File: config.mk
export PLATFORM = sky130hd
export DESIGN_NAME = flash_seq
export DESIGN_NICKNAME = d
export VERILOG_FILES = /design/src/shared/flash_seq_pkg.sv /design/src/logic/phase_timer.sv /design/src/logic/flash_seq.sv
export VERILOG_INCLUDE_DIRS = /design/src /design/src/shared
export SDC_FILE = /design/constraint.sdc
export NUM_CORES = 1
export LEC_CHECK = 0
export BUFFER_PORTS_ARGS = -buffer_cell sky130_fd_sc_hd__buf_4
export CORE_MARGIN = 5
export CORE_UTILIZATION = 45
export CTS_CLUSTER_DIAMETER = 100
export DETAILED_ROUTE_END_ITERATION = 7
export PLACE_DENSITY_LB_ADDON = 0.12
export SLEW_MARGIN = 20
export SYNTH_ARGS = -nofsm -noshare
export SYNTH_HDL_FRONTEND = slang
export SYNTH_SLANG_ARGS = --single-unit
File: constraint.sdc
create_clock -name pclk -period 2.73 [get_ports pclk]
set_input_delay 0.273 -clock pclk [delete_from_list [all_inputs] [get_ports pclk]]
set_output_delay 0.273 -clock pclk [all_outputs]
set_load 0.02 [all_outputs]
File: src/shared/flash_seq_cfg.svh
// constants of the flash system-call sequencer
//----------------------------------------------------------------------
// Contract
// - one protection bit per row, per macro
// - chip protection byte in last byte
// - supervisory row as long as user row
// - protection call copies latch to supervisory
// - protection keys B6 E0, opcode 000D
// - chip level 01 open 02 prot 04 kill
// - bits 31..24 select macro zero or one
// - completion overwrites argument with status word
// - write row: preprogram, erase, program
// - interrupt at end of every phase
// - only resume accepted while operation pending
// - write row keys B6 DA, opcode 0007
// - program row has single phase
// - program row keys B6 DB, opcode 0008
//----------------------------------------------------------------------
`ifndef FLASH_SEQ_CFG_SVH
`define FLASH_SEQ_CFG_SVH

`define ADDR_ARG        12'h000
`define ADDR_REQ        12'h004
`define ADDR_STAT       12'h008
`define ADDR_CHIPPROT   12'h00C
`define KEY1            8'hB6
`define KEY2_PROT       8'hE0
`define KEY2_WRITE      8'hDA
`define KEY2_PROG       8'hDB
`define KEY2_RESUME     8'hDC
`define OP_PROT         16'h000D
`define OP_WRITE        16'h0007
`define OP_PROG         16'h0008
`define OP_RESUME       16'h0009
`define REQ_FLAG        16'h8000
`define LVL_OPEN        8'h01
`define LVL_PROT        8'h02
`define LVL_KILL        8'h04
`define ST_OK           32'hA0000000
`define ST_BADKEY       32'hF0000002
`define ST_BADADDR      32'hF0000004
`define ST_RESUME_DONE  32'hF0000007
`define ST_PENDING      32'hF0000008
`define ST_BUSY         32'hF0000009
`define PHASE_TIME_NS   1000
`define CLK_PERIOD_NS   5
`define PHASE_CYCLES    (`PHASE_TIME_NS / `CLK_PERIOD_NS)
`define CHIPPROT_RST    8'h01

`endif

File: src/shared/flash_seq_pkg.sv
// types of the flash system-call sequencer
package flash_seq_pkg;
    typedef enum logic [2:0] {
        ST_IDLE    = 3'b000,
        ST_RUN     = 3'b001,
        ST_WAIT    = 3'b010
    } seq_state_t;

    typedef enum logic [1:0] {
        PH_PREPROG = 2'b00,
        PH_ERASE   = 2'b01,
        PH_PROGRAM = 2'b10,
        PH_PROTECT = 2'b11
    } phase_t;
endpackage

File: src/logic/phase_timer.sv
// phase duration counter for one flash operation phase
`timescale 1ns/1ps
`include "flash_seq_cfg.svh"
module phase_timer #(
    parameter int CYCLES = `PHASE_CYCLES
) (
    input  wire logic pclk,
    input  wire logic presetn,
    input  wire logic ce,
    input  wire logic start,
    output logic      done
);
    localparam int W = $clog2(CYCLES + 1);
    // refused at elaboration: a zero-length phase has no end pulse
    if (CYCLES < 1) begin : g_cycles_check
        $error("phase_timer: CYCLES must be at least 1");
    end

    logic [W-1:0] cnt_ff;
    logic         run_ff;
    wire          last = run_ff && (cnt_ff == W'(CYCLES - 1));

    // count from start until the phase length has elapsed
    always_ff @(posedge pclk or negedge presetn) begin
        if (!presetn) begin
            cnt_ff <= '0;
            run_ff <= 1'b0;
        end else if (ce) begin
            if (start) begin
                cnt_ff <= '0;
                run_ff <= 1'b1;
            end else if (last) begin
                run_ff <= 1'b0;
            end else if (run_ff) begin
                cnt_ff <= cnt_ff + W'(1);
            end
        end
    end

    assign done = ce && last;
endmodule

File: src/logic/flash_seq.sv
// flash system-call sequencer: protection, write row, program row
`timescale 1ns/1ps
`include "flash_seq_cfg.svh"
module flash_seq
    import flash_seq_pkg::*;
#(
    parameter int ROWS        = 256,
    parameter int ROW_BYTES   = 64,
    parameter int MACROS      = 2,
    parameter int PHASE_CYC   = `PHASE_CYCLES
) (
    input  wire logic        pclk,
    input  wire logic        presetn,
    input  wire logic        ce,
    input  wire logic        psel,
    input  wire logic        penable,
    input  wire logic        pwrite,
    input  wire logic [11:0] paddr,
    input  wire logic [31:0] pwdata,
    output logic      [31:0] prdata,
    output logic             pready,
    output logic             pslverr,
    input  wire logic [31:0] sram_param,
    output logic      [31:0] sram_addr,
    output logic             spc_irq,
    output logic             flash_op_valid,
    output logic      [1:0]  flash_op,
    output logic      [7:0]  flash_macro,
    output logic      [15:0] flash_row,
    output logic      [7:0]  chip_prot
);
    //------------------------------------------------------------------
    // elaboration checks and geometry
    //------------------------------------------------------------------
    localparam int PROT_BYTES = ROWS / 8;
    if (ROWS % 8 != 0) begin : g_rows_check
        $error("flash_seq: ROWS must divide by 8");
    end
    // protection bytes must fit one supervisory row
    if (PROT_BYTES > ROW_BYTES) begin : g_latch_check
        $error("flash_seq: latch too small");
    end
    if (MACROS < 1 || MACROS > 2) begin : g_macro_check
        $error("flash_seq: MACROS 1..2");
    end

    //------------------------------------------------------------------
    // state
    //------------------------------------------------------------------
    seq_state_t  state_ff, nxt_state;
    phase_t      phase_ff, nxt_phase;
    logic [31:0] arg_ff, nxt_arg;
    logic [31:0] req_ff, nxt_req;
    logic [7:0]  chip_prot_ff, nxt_chip_prot;
    logic [7:0]  macro_ff, nxt_macro;
    logic [15:0] row_ff, nxt_row;
    logic        irq_ff, nxt_irq;
    logic        is_write_ff, nxt_is_write;
    logic        fetch_ff, nxt_fetch;
    logic        start_ff, nxt_start;
    logic        phase_done;

    //------------------------------------------------------------------
    // apb decode; zero wait states, unmapped reads zero with error
    //------------------------------------------------------------------
    wire acc      = psel && penable;
    wire hit_arg  = (paddr == `ADDR_ARG);
    wire hit_req  = (paddr == `ADDR_REQ);
    wire hit_stat = (paddr == `ADDR_STAT);
    wire hit_chp  = (paddr == `ADDR_CHIPPROT);
    wire mapped   = hit_arg || hit_req || hit_stat || hit_chp;
    wire wr_arg   = ce && acc && pwrite && hit_arg;
    wire wr_req   = ce && acc && pwrite && hit_req;
    wire busy     = (state_ff != ST_IDLE);
    wire [31:0] stat_word = {26'h0, phase_ff, is_write_ff,
                             state_ff == ST_WAIT, state_ff == ST_RUN,
                             busy};
    assign pready  = 1'b1;
    assign pslverr = acc && !mapped;
    assign prdata  = !acc      ? 32'h0000_0000 :
                     hit_arg   ? arg_ff :
                     hit_req   ? req_ff :
                     hit_stat  ? stat_word :
                     hit_chp   ? {24'h0, chip_prot_ff} : 32'h0000_0000;

    //------------------------------------------------------------------
    // request decode
    //------------------------------------------------------------------
    wire        call    = wr_req && (pwdata[31:16] == `REQ_FLAG);
    wire [15:0] op      = pwdata[15:0];
    // key check on the argument register for protection calls
    wire key_prot = (arg_ff[7:0] == `KEY1)
                 && (arg_ff[15:8] == `KEY2_PROT);
    wire [7:0] lvl   = arg_ff[23:16];
    wire [7:0] msel  = arg_ff[31:24];
    wire lvl_ok = (lvl == `LVL_OPEN) || (lvl == `LVL_PROT)
               || (lvl == `LVL_KILL);
    wire msel_ok = (msel < 8'(MACROS));
    // parameter word fetched from SRAM for the other calls
    wire key_ok_sram = (sram_param[7:0] == `KEY1);
    wire [7:0] key2  = sram_param[15:8];
    wire [15:0] prow = sram_param[31:16];
    wire row_ok = (prow < 16'(ROWS));

    //------------------------------------------------------------------
    // sequencer
    //------------------------------------------------------------------
    always_comb begin
        nxt_state     = state_ff;
        nxt_phase     = phase_ff;
        nxt_arg       = wr_arg ? pwdata : arg_ff;
        nxt_req       = wr_req ? pwdata : req_ff;
        nxt_chip_prot = chip_prot_ff;
        nxt_macro     = macro_ff;
        nxt_row       = row_ff;
        nxt_irq       = 1'b0;
        nxt_is_write  = is_write_ff;
        nxt_fetch     = 1'b0;
        nxt_start     = 1'b0;
        case (state_ff)
            ST_IDLE: begin
                if (fetch_ff) begin
                    // second cycle of a call: sram word now valid
                    if (!key_ok_sram) begin
                        nxt_arg = `ST_BADKEY;
                    end else if (req_ff[15:0] == `OP_RESUME) begin
                        nxt_arg = (key2 == `KEY2_RESUME)
                                ? `ST_RESUME_DONE : `ST_BADKEY;
                    end else if (req_ff[15:0] == `OP_WRITE
                                 && key2 == `KEY2_WRITE) begin
                        if (!row_ok) begin
                            nxt_arg = `ST_BADADDR;
                        end else begin
                            nxt_row      = prow;
                            nxt_is_write = 1'b1;
                            nxt_phase    = PH_PREPROG;
                            nxt_state    = ST_RUN;
                            nxt_start    = 1'b1;
                        end
                    end else if (req_ff[15:0] == `OP_PROG
                                 && key2 == `KEY2_PROG) begin
                        if (!row_ok) begin
                            nxt_arg = `ST_BADADDR;
                        end else begin
                            nxt_row      = prow;
                            nxt_is_write = 1'b0;
                            nxt_phase    = PH_PROGRAM;
                            nxt_state    = ST_RUN;
                            nxt_start    = 1'b1;
                        end
                    end else begin
                        nxt_arg = `ST_BADKEY;
                    end
                end else if (call && op == `OP_PROT) begin
                    if (!key_prot) begin
                        nxt_arg = `ST_BADKEY;
                    end else if (!msel_ok
                                 || (msel == 8'h00 && !lvl_ok)) begin
                        nxt_arg = `ST_BADADDR;
                    end else begin
                        nxt_macro    = msel;
                        nxt_is_write = 1'b0;
                        nxt_phase    = PH_PROTECT;
                        nxt_state    = ST_RUN;
                        nxt_start    = 1'b1;
                    end
                end else if (call) begin
                    nxt_fetch = 1'b1;    // read the sram parameter word
                end
            end
            ST_RUN: begin
                if (call) begin
                    nxt_arg = `ST_BUSY;
                end
                if (phase_done) begin
                    nxt_irq = 1'b1;
                    if (phase_ff == PH_PROTECT) begin
                        // chip level only lands with macro zero
                        if (macro_ff == 8'h00) begin
                            nxt_chip_prot = arg_ff[23:16];
                        end
                        nxt_arg   = `ST_OK;
                        nxt_state = ST_IDLE;
                    end else begin
                        nxt_state = ST_WAIT;
                    end
                end
            end
            ST_WAIT: begin
                if (fetch_ff) begin
                    // resume keys come from the fetched sram word, so a
                    // stray pointer cannot start the next phase
                    if (!key_ok_sram || key2 != `KEY2_RESUME) begin
                        nxt_arg = `ST_BADKEY;
                    end else if (phase_ff == PH_PROGRAM) begin
                        nxt_arg   = `ST_OK;
                        nxt_state = ST_IDLE;
                    end else begin
                        // advance preprogram -> erase -> program
                        nxt_phase = (phase_ff == PH_PREPROG)
                                  ? PH_ERASE : PH_PROGRAM;
                        nxt_arg   = `ST_OK;
                        nxt_state = ST_RUN;
                        nxt_start = 1'b1;
                    end
                end else if (call && op == `OP_RESUME) begin
                    nxt_fetch = 1'b1;    // read the resume key word
                end else if (call) begin
                    nxt_arg = `ST_PENDING;
                end
            end
            default: nxt_state = ST_IDLE;
        endcase
    end

    //------------------------------------------------------------------
    // registers; everything frozen while ce is low
    //------------------------------------------------------------------
    always_ff @(posedge pclk or negedge presetn) begin
        if (!presetn) begin
            state_ff     <= ST_IDLE;
            phase_ff     <= PH_PREPROG;
            arg_ff       <= 32'h0000_0000;
            req_ff       <= 32'h0000_0000;
            chip_prot_ff <= `CHIPPROT_RST;
            macro_ff     <= 8'h00;
            row_ff       <= 16'h0000;
            irq_ff       <= 1'b0;
            is_write_ff  <= 1'b0;
            fetch_ff     <= 1'b0;
            start_ff     <= 1'b0;
        end else if (ce) begin
            state_ff     <= nxt_state;
            phase_ff     <= nxt_phase;
            arg_ff       <= nxt_arg;
            req_ff       <= nxt_req;
            chip_prot_ff <= nxt_chip_prot;
            macro_ff     <= nxt_macro;
            row_ff       <= nxt_row;
            irq_ff       <= nxt_irq;
            is_write_ff  <= nxt_is_write;
            fetch_ff     <= nxt_fetch;
            start_ff     <= nxt_start;
        end
    end

    //------------------------------------------------------------------
    // phase timing
    //------------------------------------------------------------------
    phase_timer #(
        .CYCLES (PHASE_CYC)
    ) u_timer (
        .pclk    (pclk),
        .presetn (presetn),
        .ce      (ce),
        .start   (start_ff),
        .done    (phase_done)
    );

    //------------------------------------------------------------------
    // flash macro command outputs
    //------------------------------------------------------------------
    // the protection phase writes PROT_BYTES latch bytes into the
    // supervisory row, which has the user row length
    assign sram_addr      = arg_ff;           // parameter word pointer
    assign spc_irq        = irq_ff;
    assign flash_op_valid = (state_ff == ST_RUN);
    assign flash_op       = phase_ff;
    assign flash_macro    = macro_ff;
    assign flash_row      = row_ff;
    assign chip_prot      = chip_prot_ff;
endmodule

== Word-level counts from Yosys, hierarchy flattened ==
Index checks and enable logic that the tools add are counted.
Operators by class
  add/subtract/negate cells: 1
  magnitude comparators: 2
  equality and inequality tests: 43
  muxes and demuxes: 93
  bitwise operators: 3
  reductions and logical operators: 47
Operator list (number)
  $mux 32: 19
  $pmux 32 s3: 1
  $eq 16x4->1 const B: 4
  $eq 8x8->1 const B: 7
  $mux 16: 3
  $mux 8: 5
  $mux 3: 13
  $mux 1: 32
  $mux 31: 1
  $mux 2: 15
  $eq 12x4->1 const B: 2
  $ne 3x3->1 const B: 7
  $reduce_and 10->1: 2
  $eq 16x16->1 const B: 1
  $eq 16x3->1 const B: 1
  $logic_not 8->1: 2
  $lt 16x9->1 const B: 1
  $logic_and 1x1->1: 15
  $reduce_and 13->1: 1
  $eq 12x3->1 const B: 1
  $logic_not 12->1: 1
  $ne 2x2->1 const B: 6
  $ne 4x4->1 const B: 3
  $reduce_and 6->1: 2
  24 further kinds: 44
Word-level totals
  bits in registers: 114
  output and inout bits: 102
  word-level logic and storage cells: 202

== Logic depth before layout (Yosys ltp) ==
  word-level depth: 12
  depth in mapped cells: 10
  depth with buffers taken out: 8

== Hierarchy ==
A second synthesis with hierarchy kept.
Second synthesis, totals
  cells, all modules: 609
  area total of the unflattened synthesis: 6038.3 um2
Modules (own cells, without submodules)
  flash_seq: instances 1, cells an instance 550, area each 5475.3 um2, sequential area each 2603.7 um2
  phase_timer: instances 1, cells an instance 59, area each 563.0 um2, sequential area each 225.2 um2

== Least setup slack after synthesis ==
OpenSTA, ideal clock, no wires.
  path kind: register to register
  from: register, netlist name u_timer.cnt_ff[0]
  to: register phase_ff[1] (netlist: flash_op[1])
  setup time: 124 ps
  arrival: 2551 ps
  required time: 2606 ps
  path slack: 55 ps
  cell stages (with the launch flop): 9
  buffers on the path: 1
  clock period less this slack: 2675 ps
  path through: dfrtp_1 ha_1 nand4_1 or4_1 buf_2 o221a_1 or4_4 a211o_1 o31a_1
RTL lines
  to (signal assigned): line flash_seq.sv:234  | phase_ff <= nxt_phase;
  to (decl): line flash_seq.sv:51  | phase_t phase_ff, nxt_phase;

==> impl_metrics.yaml <==
worst_setup_path:
  crit_path_frequent_cell: "or4_4"
  critPathLaunch: "u_timer.cnt_ff[1]$_DFFE_PN0P_"
  cp_slowest_cell: "or4_4"
  reg2reg_slack_ps: 60
  r2r-end: "flash_op[1]$_DFFE_PN0P_"
  crit_path_max_fanout: 5
  startpoint_type: "flop"
  path_cells: "ha_4 -> nand4_1 -> or4_4 -> o221a_1 -> or4_4 -> a211o_4 -> o31a_1"
  cp-end-kind: "flop"
  r2r_start: "u_timer.cnt_ff[1]$_DFFE_PN0P_"
  crit_type: "flop to flop"
  crit_path_end: "flash_op[1]$_DFFE_PN0P_"
  worst_ep_required_time_ps: 3030
  rr_worst_depth: 7
  cp.arrival_ps: 2970
  critPathMaxStageDelay_ps: 540
clock_tree:
  cts.sinks: 113
  cts_tree: "yes"
  clk_latency_ps: 420
  cts_buffers: 17
  clock_path_buffers: 2
  cts_root_buf: "clkbuf_16"
  clkTransAtPathRegs_ps: 50
  htree_levels: 4
grt:
  grt_pass1_wl_mm: 31.45
  grt_pass1_vias: 5957
  grt_max_degree: 59
  grt_usage: 0.2469
  antenna_found_initial: 0
  grt_overflow_total: 0
pwr:
  intPower_mw: 3.472
  switchingPower_uw: 993.8
  power.density_nw_per_um2: 521.3
  netSwitchingFraction: 0.2225
  power_leakage_nw: 4.170
  power_frac_comb: 0.063
  pwr-share-clk: 0.557
  ir_drop_mv: 0.5259
  p_seq_frac: 0.380
timing:
  fin_crit_sh: 0.9780
  post-route-min-period_ps: 2670
  fmax_ghz: 0.3745
  slew_viol_final: 0
  finalSetupViolCount: 0
  hold_viol: 0
  hold_ws_ps: 84.46
  rsz0062_at_grt: "true"
  clock_skew_ps: 7.890
floorplan:
  start_util: 0.4587
  io_pins: 184
  fp.dieH_um: 126.0
  rows: 42
  core-area_sq_um: 13190
  die-area_sq_um: 15860
  die_w_um: 126.0
yosys:
  ys_seq_area_frac: 0.4675
  synth_warnings: 0
  yosysTopAreaCell: "dfrtp_1"
  ys_seq_elements: 113
  syn-cell-area_sq_um: 6051
  synth_top_area_frac: 0.4632
  syn-num-nets: 689
  synthFlopType: "dfrtp_1"
  yosys-top-cells-area: "dfrtp_1, mux2_2, mux2i_1"
  async_flop_share: 1.000
  synthCells: 606
  synthDistinctLibCells: 81
  synth-edff-count: 0
  syn_avg_cell_area_sq_um: 9.985
route:
  drt_iter0_drc: 515
  routed_via_density: 5.651
  wl_met1_mm: 8.665
  wl_per_cell_um: 19.64
  wl_met3_mm: 1.644
  firstDrtPassIters: 5
  top_layer: "met4"
  wirelength_mm: 19.80
  drt.antenna.violating_nets: 0
  dr_wl_met2_mm: 9.136
  num_vias: 5696
  drc: 0
outcome:
  status: "complete, no violations"
placement:
  place.gp.congestion: 0.9079
  portBuffers: 182
  dp_hpwl_mm: 14.72
layout:
  drive_gt1_frac: 0.4002
  nets: 902
  antenna_cells: 0
  syn2layout_area_growth_pct: 41.58
  post-route-util: 0.6495
worst_hold_path:
  hold_path_class: "input pin to flop"
run:
  cap_viol_max_count: 0
-- critical path: cells and delay by family (launching register included) --
| kind | cells | cell delay, ps |
|---|---|---|
| simple gates | 3 | 1050 |
| flops | 1 | 430 |
| compound gates | 3 | 910 |
| fa+ha+maj | 1 | 170 |
-- placed cells by master, fill, tap and decap left out, types with 3 or more instances in the layout --
master     count
nand2_1       80
o22ai_1        3
clkinv_4       4
a22oi_1        3
mux2_2        53
nand2b_1       4
nor2_1        53
xnor2_1        3
or4_1          3
a221oi_1       6
inv_1          9
o2bb2ai_1      4
nand4b_1       4
nor3_1        10
o21a_1         6
nand3_1       10
nor2b_1       18
a21oi_1       41
nand4_1       11
bufinv_16      5
nand3b_1       4
nor2_2         3
o21ai_0       16
buf_12         3
clkbuf_16     17
inv_6          3
buf_4        221
dfrtp_1      112
mux2i_1       34
nor4_1        17
nor4_2         5
-- worst min path at each step --
stage,startpoint,to,slack [ps],cells past startpoint
6_report,sram_param[23],flash_row[7]$_DFFE_PN0P_,80,2
5_1_grt,sram_param[23],flash_row[7]$_DFFE_PN0P_,60,2
4_1_cts,sram_param[23],flash_row[7]$_DFFE_PN0P_,70,2
3_5_place_dp,presetn,req_ff[11]$_DFFE_PN0P_,200,1
3_3_place_gp,presetn,req_ff[11]$_DFFE_PN0P_,190,1
2_1_floorplan,presetn,chip_prot[1]$_DFFE_PN0P_,-20,0
-- cell families after synthesis --
family                     count (synthesis)  share of synthesized area
AOI/OAI and AO/OA                        109                     0.1168
xor gates and xnor gates                   4                   0.005791
adders and majority gates                  1                   0.002067
buffers and inverters                     41                    0.03184
DFF                                      113                     0.4675
muxes                                     88                     0.1567
other                                      1                  0.0006198
and+or+nand+nor                          249                     0.2186
-- registers in the layout (all words and copies together), names as in the netlist --
| register | count |
|---|---|
| start_ff | 1 |
| state_ff | 2 |
| sram_addr | 32 |
| flash_row | 16 |
| fetch_ff | 1 |
| spc_irq | 1 |
| req_ff | 32 |
| flash_macro | 8 |
| u_timer.cnt_ff | 8 |
| is_write_ff | 1 |
| flash_op | 2 |
| chip_prot | 8 |
| u_timer.run_ff | 1 |
-- per-stage QoR --
stage / power, mW / worst slack [ps] / instance area, sq um / TNS [ps] / instances
after global placement: 2.000 / 87.42 / 7845 / 0 / 974
after detailed placement: 2.005 / 6.469 / 7845 / 0 / 974
final: 4.466 / 59.94 / 8567 / 0 / 1008
after CTS: 4.495 / 1.758 / 8523 / 0 / 1007
after floorplan: 1.812 / 54.80 / 6051 / 0 / 606
after global routing: 4.613 / -47.11 / 8567 / -62.94 / 1008
-- layout make-up --
cell class              instances  area [sq um]
well taps                     176         220.2
flip-flops and latches        113          2829
multi-input cells             452          3085
clock inverters                14         226.5
inverters                      10         37.54
fillers                      1092          4623
repair buffers                225          1729
clock buffers                  18         439.2
-- layer usage --
metal | vias to the layer above | GRT usage
li1 | 2636 | -
met1 | 2772 | 0.3345
met2 | 254 | 0.3806
met3 | 34 | 0.07790
met4 | 0 | 0.07634
met5 | - | 0
-- power groups by stage --
| stage | Clock [mW] | Sequential [mW] | Combinational (mW) |
|---|---|---|---|
| floorplan | 0 | 1.73 | 0.0794 |
| global placement | 0 | 1.73 | 0.273 |
| detailed placement | 0 | 1.73 | 0.278 |
| CTS | 2.52 | 1.70 | 0.281 |
| global route | 2.61 | 1.70 | 0.308 |
| finish | 2.49 | 1.70 | 0.282 |
-- what timing repair did --
item                       in CTS  in global routing
setup endpoints to repair       1                 28
resized for setup               1                  5
hold endpoints to repair       21                  0
gates cloned                    0                  0
buffers inserted                0                  1
hold buffers                    1                  0
-- Yosys cell counts, drive strengths merged, types with 3 or more instances --
cell,number
nor3,11
or3,3
mux2i,34
o21a,6
nor4,23
o2bb2ai,4
nor2b,18
inv,9
nand4,11
nor2,56
mux2,54
a21o,3
nand3,10
a22oi,3
or4,5
clkbuf,19
nand2,80
dfrtp,112
nand2b,4
a221oi,6
nand4b,5
nor4bb,3
xnor2,3
o21ai,18
nand3b,4
buf,12
a21oi,41
o22ai,3
Note: power is estimated with default switching activity, not from simulation.
